<file path="src/hdl/power_ctl_pkg.sv">
`default_nettype none
package power_ctl_pkg;

    localparam int unsigned CLOCK_MHZ = 250;
    // Reset pulse length for a button press or software request
    localparam int unsigned RESET_PULSE_NS = 1000;
    localparam int unsigned RESET_PULSE_CYC = (RESET_PULSE_NS * CLOCK_MHZ + 999) / 1000;
    localparam int unsigned RESET_CNT_W = 10;
    // Lead time of the suspend warning before the low-power state is entered
    localparam int unsigned WARN_LEAD_NS = 400;
    localparam int unsigned WARN_LEAD_CYC = (WARN_LEAD_NS * CLOCK_MHZ + 999) / 1000;
    localparam int unsigned WARN_CNT_W = 8;

    typedef enum logic [4:0] {
        ST_WAIT_POWER = 5'h01,
        ST_RUN = 5'h02,
        ST_WARN = 5'h04,
        ST_SLEEP_RAM = 5'h08,
        ST_SOFT_OFF = 5'h10
    } power_state_t;

    typedef enum logic [1:0] {
        TARGET_RAM = 2'h1,
        TARGET_OFF = 2'h2
    } sleep_target_t;

    // Carrier pins after synchronisation
    typedef struct packed {
        logic power_button_n;
        logic reset_button_n;
        logic supply_good;
        logic main_supply_ok;
        logic bus_wake_n;
        logic battery_low_n;
        logic lid_n;
        logic sleep_button_n;
    } carrier_pins_t;

    localparam int unsigned PIN_COUNT = 8;
    localparam carrier_pins_t PINS_IDLE = 8'hFF;
    // Supply inputs start as bad so nothing starts before they are really seen
    localparam carrier_pins_t PINS_RESET = 8'hCF;

    // Status handed to the operating system side
    typedef struct packed {
        logic power_button_event;
        logic sleep_button_event;
        logic lid_closed;
        logic power_fail;
        logic wake_event;
    } os_report_t;

endpackage : power_ctl_pkg
`default_nettype wire

</file>
<file path="src/hdl/module_power_state_reset_control.sv">
// Contract
// Power button falling edge gives one event
// Power event wakes sleep, or powers down
// Reset button falling edge starts reset
// Held reset button does not hold reset
// Reset on button, supply bad, main low
// Reset also on watchdog and software request
// No startup until supply good high
// Carrier may hold supply good low
// Warn low before entering low-power state
// Suspend-to-RAM output low only in that state
// Carrier copy of RAM output cannot suspend
// Both soft-off outputs equal, low when off
// Watchdog expiry drives watchdog output
// Bus wake request wakes from low power
// Battery low reported as power fail
// Lid switch state reported to system
// Sleep button presses reported to system
// All pins pass two synchroniser flops
`timescale 1ns/1ps
`default_nettype none

module module_power_state_reset_control (
    input wire logic clock,
    input wire logic reset_n,
    input wire logic clock_enable,
    input wire power_ctl_pkg::carrier_pins_t pins_async,
    input wire logic watchdog_timeout,
    input wire logic software_reset_req,
    input wire logic sleep_request,
    input wire power_ctl_pkg::sleep_target_t sleep_target,
    output logic carrier_reset_out_n,
    output logic suspend_imminent_n,
    output logic sleep_ram_n,
    output logic soft_off_a_n,
    output logic soft_off_b_n,
    output logic watchdog_expired_out,
    output power_ctl_pkg::os_report_t os_report
);
    import power_ctl_pkg::*;

    carrier_pins_t sync1_q;
    carrier_pins_t sync2_q;
    carrier_pins_t prev_q;
    power_state_t state_q;
    power_state_t state_d;
    sleep_target_t target_q;
    logic [RESET_CNT_W-1:0] rst_cnt_q;
    logic [WARN_CNT_W-1:0] warn_cnt_q;
    logic power_fall;
    logic reset_fall;
    logic sleep_fall;
    logic wake_any;
    logic level_reset;
    logic low_power_d;
    logic pulse_trigger;

    // Two flops per pin; the first is read only by the second
    always_ff @(posedge clock) begin
        if (!reset_n) begin
            sync1_q <= PINS_RESET;
            sync2_q <= PINS_RESET;
            prev_q <= PINS_IDLE;
        end else if (clock_enable) begin
            sync1_q <= pins_async;
            sync2_q <= sync1_q;
            prev_q <= sync2_q;
        end
    end

    assign power_fall = prev_q.power_button_n && !sync2_q.power_button_n;
    assign reset_fall = prev_q.reset_button_n && !sync2_q.reset_button_n;
    assign sleep_fall = prev_q.sleep_button_n && !sync2_q.sleep_button_n;
    assign wake_any = power_fall || sleep_fall || !sync2_q.bus_wake_n; // see
    // Supply faults are levels; the reset stays on as long as they last
    assign level_reset = !sync2_q.supply_good || !sync2_q.main_supply_ok; // see
    // Warning stays low through the sleep states, not only ahead of them
    assign low_power_d = (state_d == ST_WARN) || (state_d == ST_SLEEP_RAM) || (state_d == ST_SOFT_OFF);
    assign pulse_trigger = reset_fall || watchdog_timeout || software_reset_req; // see

    always_comb begin
        state_d = state_q;
        case (state_q)
            ST_WAIT_POWER: begin
                if (!level_reset) begin
                    state_d = ST_RUN;
                end
            end
            ST_RUN: begin
                if (power_fall) begin
                    state_d = ST_WARN;
                end else if (sleep_request || sleep_fall) begin
                    state_d = ST_WARN;
                end
            end
            ST_WARN: begin
                if (warn_cnt_q == '0) begin
                    state_d = (target_q == TARGET_OFF) ? ST_SOFT_OFF : ST_SLEEP_RAM;
                end
            end
            ST_SLEEP_RAM, ST_SOFT_OFF: begin
                if (wake_any) begin
                    state_d = ST_RUN; // see
                end
            end
            default: begin
                state_d = ST_WAIT_POWER;
            end
        endcase
        // Supply loss drops any running state back to waiting
        if (level_reset && state_q != ST_SOFT_OFF && state_q != ST_SLEEP_RAM) begin
            state_d = ST_WAIT_POWER;
        end
    end

    always_ff @(posedge clock) begin
        if (!reset_n) begin
            state_q <= ST_WAIT_POWER;
        end else if (clock_enable) begin
            state_q <= state_d;
        end
    end

    // Power button always means soft off; sleep button means RAM unless the power button fell in the same cycle; requests use the target
    always_ff @(posedge clock) begin
        if (!reset_n) begin
            target_q <= TARGET_RAM;
        end else if (clock_enable && state_q == ST_RUN) begin
            if (power_fall) begin
                target_q <= TARGET_OFF;
            end else if (sleep_fall) begin
                target_q <= TARGET_RAM;
            end else if (sleep_request) begin
                target_q <= sleep_target;
            end
        end
    end

    always_ff @(posedge clock) begin
        if (!reset_n) begin
            warn_cnt_q <= WARN_CNT_W'(WARN_LEAD_CYC);
        end else if (clock_enable) begin
            if (state_q != ST_WARN) begin
                warn_cnt_q <= WARN_CNT_W'(WARN_LEAD_CYC);
            end else if (warn_cnt_q != '0) begin
                warn_cnt_q <= warn_cnt_q - 1'b1;
            end
        end
    end

    // Edge events start a fixed pulse, so a held button cannot extend it
    always_ff @(posedge clock) begin
        if (!reset_n) begin
            rst_cnt_q <= '0;
        end else if (clock_enable) begin
            if (pulse_trigger) begin
                rst_cnt_q <= RESET_CNT_W'(RESET_PULSE_CYC); // see see
            end else if (rst_cnt_q != '0) begin
                rst_cnt_q <= rst_cnt_q - 1'b1;
            end
        end
    end

    always_ff @(posedge clock) begin
        if (!reset_n) begin
            carrier_reset_out_n <= 1'b0;
        end else if (clock_enable) begin
            carrier_reset_out_n <= !(level_reset || rst_cnt_q != '0 || state_q == ST_WAIT_POWER); // see
        end
    end

    // Outputs come from state only; nothing read back from these pins
    always_ff @(posedge clock) begin
        if (!reset_n) begin
            suspend_imminent_n <= 1'b1;
        end else if (clock_enable) begin
            suspend_imminent_n <= !low_power_d;
        end
    end

    // The carrier may feed an inverted copy to its supply; it is never read back
    always_ff @(posedge clock) begin
        if (!reset_n) begin
            sleep_ram_n <= 1'b1;
        end else if (clock_enable) begin
            sleep_ram_n <= !(state_d == ST_SLEEP_RAM);
        end
    end

    // Both soft-off pins come from one compare so they cannot drift apart
    always_ff @(posedge clock) begin
        if (!reset_n) begin
            soft_off_a_n <= 1'b1;
            soft_off_b_n <= 1'b1;
        end else if (clock_enable) begin
            soft_off_a_n <= !(state_d == ST_SOFT_OFF);
            soft_off_b_n <= !(state_d == ST_SOFT_OFF);
        end
    end

    // Sticky until the timeout input drops and the reset pulse has ended; software clears the source
    always_ff @(posedge clock) begin
        if (!reset_n) begin
            watchdog_expired_out <= 1'b0;
        end else if (clock_enable) begin
            watchdog_expired_out <= watchdog_timeout || (watchdog_expired_out && rst_cnt_q != '0);
        end
    end

    always_ff @(posedge clock) begin
        if (!reset_n) begin
            os_report <= '0;
        end else if (clock_enable) begin
            os_report.power_button_event <= power_fall;
            os_report.sleep_button_event <= sleep_fall;
            os_report.lid_closed <= !sync2_q.lid_n;
            os_report.power_fail <= !sync2_q.battery_low_n;
            os_report.wake_event <= wake_any && (state_q == ST_SLEEP_RAM || state_q == ST_SOFT_OFF);
        end
    end

endmodule : module_power_state_reset_control
`default_nettype wire

</file>
<file path="config.mk">
export PLATFORM = sky130hd
export DESIGN_NAME = module_power_state_reset_control
export DESIGN_NICKNAME = d
export VERILOG_FILES = /design/src/hdl/power_ctl_pkg.sv /design/src/hdl/module_power_state_reset_control.sv
export SDC_FILE = /design/constraint.sdc
export NUM_CORES = 1
export LEC_CHECK = 0
export ABC_CLOCK_PERIOD_IN_PS = 1600
export BUFFER_PORTS_ARGS = -buffer_cell sky130_fd_sc_hd__buf_2
export CAP_MARGIN = 20
export CORE_MARGIN = 2
export CORE_UTILIZATION = 41
export CTS_BUF_LIST = sky130_fd_sc_hd__clkbuf_16
export CTS_CLUSTER_DIAMETER = 200
export DETAILED_ROUTE_END_ITERATION = 10
export PLACE_DENSITY = 0.6
export SYNTH_ARGS = -nofsm -noshare
export SYNTH_HDL_FRONTEND = slang
export SYNTH_SLANG_ARGS = --single-unit
</file>
<file path="constraint.sdc">
create_clock -name clock -period 1.6 [get_ports clock]
set_input_delay 0.24 -clock clock [delete_from_list [all_inputs] [get_ports clock]]
set_output_delay 0.24 -clock clock [all_outputs]
set_load 0.005 [all_outputs]
</file>
==> impl_metrics.env <==
export IMPL_outcome="complete, but fails checks"
export IMPL_violations="setup timing"
export IMPL_synth_seq_cells=54
export IMPL_cts_tree="done"
export IMPL_dr_pass1_iters=4
export IMPL_regArea_mm2=0.00109
export IMPL_p_total_w=0.00298
export IMPL_area_growth_pct=35.7
export IMPL_grt_overflow_total=0
export IMPL_grt_pass1_wl_um=10200
export IMPL_power_density_mw_per_mm2=851
export IMPL_irDropWorstVdd_uv=508
export IMPL_avgSynthCellArea_um2=8.82
export IMPL_synth_edf_count=0
export IMPL_hold_viol=0
export IMPL_drv_slew=0
export IMPL_clock_sinks=54
export IMPL_initial_utilization_pct=43.1
export IMPL_cts_buffers_inserted=5
export IMPL_place_area_mm2=0.00314
export IMPL_leakage_nw=1.48
export IMPL_fp_dieArea_mm2=0.00696
export IMPL_viasPerCell=5.18
export IMPL_htree_levels=2
export IMPL_dpl_cell_count=425
export IMPL_fin_skew_ns=0.00460
export IMPL_max_cap_violations=0
export IMPL_coreArea_mm2=0.00599
export IMPL_die_height_um=83.4
export IMPL_period_share_pct=107
export IMPL_cp_end_kind="flop"
export IMPL_grt_pass1_vias=2206
export IMPL_clockBufferDepth=2
export IMPL_place_gp_congestion=0.873
export IMPL_netlist_instances=293
export IMPL_most_common_layout_cells="buf_4, dfxtp_1, nand2_1, buf_2, nor2_1"
export IMPL_drt_wl_total_um=6150
export IMPL_relSlewSlack_pct=57.6
export IMPL_detail_route_antenna_nets=0
export IMPL_ios=27
export IMPL_whs_ns=0.158
export IMPL_rows=28
export IMPL_crit_arrival_ns=1.89
export IMPL_antenna_found_initial=0
export IMPL_avgRoutedWirePerCell_um=14.1
export IMPL_final_area_mm2=0.00351
export IMPL_yosysUniqueCellTypes=58
export IMPL_clkLatencyLatePin_ns=0.29
export IMPL_rsz0062_at_grt="yes"
export IMPL_hold_path_class="in2reg"
export IMPL_critPathLaunchType="flop"
export IMPL_synth_seq_area_share_pct=41.8
export IMPL_async_flop_share_pct=0
export IMPL_layout_cells_most_common="buf_4"
export IMPL_grtUsageTotal_pct=17.5
export IMPL_drtIter0Drc=97
export IMPL_path_clk_slew_ns=0.07
export IMPL_fin_crit_ns=1.71
export IMPL_place_hpwl_um=4120
export IMPL_clock_fmax_ghz=0.585
export IMPL_diodes=0
export IMPL_clockRootBuffer="clkbuf_16"
export IMPL_num_vias=2263
export IMPL_finalSetupViolations=7
export IMPL_critPathKind="reg2reg"
export IMPL_multi_input_area_mm2=0.00156
export IMPL_setup_ws_ns=-0.108
export IMPL_io_buffers=26
export IMPL_n_fill_cell=545
export IMPL_fin_util_pct=58.6
export IMPL_instances_no_fill=437
export IMPL_die_x_um=83.4
export IMPL_worst_slew_pin_slew_ns=0.632
export IMPL_required_ns=1.78
export IMPL_ys_warnings_count=0
export IMPL_path_max_fanout=2
export IMPL_grt_max_degree=33
export IMPL_synth_flop_cell="dfxtp_1"
export IMPL_ctsHoldBuffers=0
export IMPL_drive_above_1_share_pct=36.7
export IMPL_nets=380
export IMPL_syn_cell_area_mm2=0.00258
export IMPL_drc=0
export IMPL_syn_nets=311
## critical path, stage by stage, from the launching register on
cell,delay (ns)
dfxtp_2,0.34
nor4_4,0.32
nand3_2,0.13
or3_1,0.33
a22o_1,0.23
a211o_1,0.25
## synth_stat cells, types with 3 or more instances
master | n | area share [%]
buf_2 | 7 | 1.4
nand2_1 | 28 | 4.1
xor2_1 | 8 | 2.7
nand2b_1 | 4 | 0.97
o21a_1 | 3 | 0.87
nor3_1 | 8 | 1.5
nor4b_1 | 3 | 1.0
dfxtp_1 | 54 | 42
mux2i_1 | 23 | 8.9
a211oi_1 | 4 | 1.2
buf_1 | 4 | 0.58
nor2_1 | 27 | 3.9
o2111ai_1 | 4 | 1.4
nor2b_1 | 10 | 2.4
inv_1 | 11 | 1.6
a21oi_1 | 14 | 2.7
o211ai_1 | 5 | 1.5
xnor2_1 | 4 | 1.4
and3_1 | 3 | 0.73
clkbuf_1 | 7 | 1.0
o21ai_0 | 14 | 2.7
nor4_1 | 3 | 0.73
## kinds of logic after synthesis
logic type	count (synthesis)	share of synthesized area (%)
buffers and inverters	31	5.13
flip-flops	54	41.8
multiplexers	23	8.91
AO/OA/AOI/OAI	65	17.1
AND/OR/NAND/NOR	106	22.0
adder cells (fa/ha/maj)	2	0.968
XOR/XNOR	12	4.07
## area by class of cell
class | instances | share of cell area (%)
clock buffer | 5 | 3.57
multi-input combinational | 208 | 44.5
sequential | 54 | 31.2
timing repair buffer | 82 | 16.4
inverter | 11 | 1.18
tap | 75 | 2.67
clock inverter | 2 | 0.499
## timing repair
| action | 4_1_cts | 5_1_grt |
|---|---|---|
| gates resized for setup | 15 | 32 |
| endpoints found under the setup margin | 12 | 25 |
| setup buffers | 1 | 4 |
| pin swaps | 7 | 14 |
## sequential cells by signal, summed over array words and instances, names as in the netlist, 2 cells and up
name / cells
os_report: 5
prev_q: 3
target_q: 2
state_q: 5
warn_cnt_q: 8
rst_cnt_q: 10
sync2_q: 8
sync1_q: 8
## where the power goes
| part | total, W | internal [W] | switching, W |
|---|---|---|---|
| combinational | 0.000455 | 0.000225 | 0.000229 |
| sequential | 0.00144 | 0.00140 | 0.0000433 |
| clock | 0.00109 | 0.000584 | 0.000503 |
## worst paths after layout
| check | from | to | slack [ns] | depth (start not counted) |
|---|---|---|---|---|
| setup reg to reg | warn_cnt_q[5]$_SDFFE_PN1P_ | soft_off_b_n$_SDFFE_PN1P_ | -0.11 | 5 |
| setup / recovery | warn_cnt_q[5]$_SDFFE_PN1P_ | soft_off_b_n$_SDFFE_PN1P_ | -0.11 | 5 |
| hold reg to reg | sync2_q[2]$_SDFFE_PN1P_ | os_report[1]$_SDFFE_PN0P_ | 0.44 | 1 |
| hold / removal | pins_async[6] | sync1_q[6]$_SDFFE_PN1P_ | 0.16 | 3 |
## layer usage
layer	GRT usage [%]	up-vias	share of wire, %
li1	-	1175	-
met1	25.0	1046	49
met2	27.0	38	46
met3	3.48	4	4.3
met4	4.77	0	0.68
met5	0	-	0
## stage by stage
step                      setup TNS, ns  setup WS (ns)
final                            -0.334         -0.108
after global routing              -1.53         -0.176
after CTS                        -0.304        -0.0957
after detailed placement         -0.494         -0.129
after global placement           -0.380        -0.0827
after floorplan                 -0.0107       -0.00621
No activity file was read; power rests on OpenSTA's default activity.
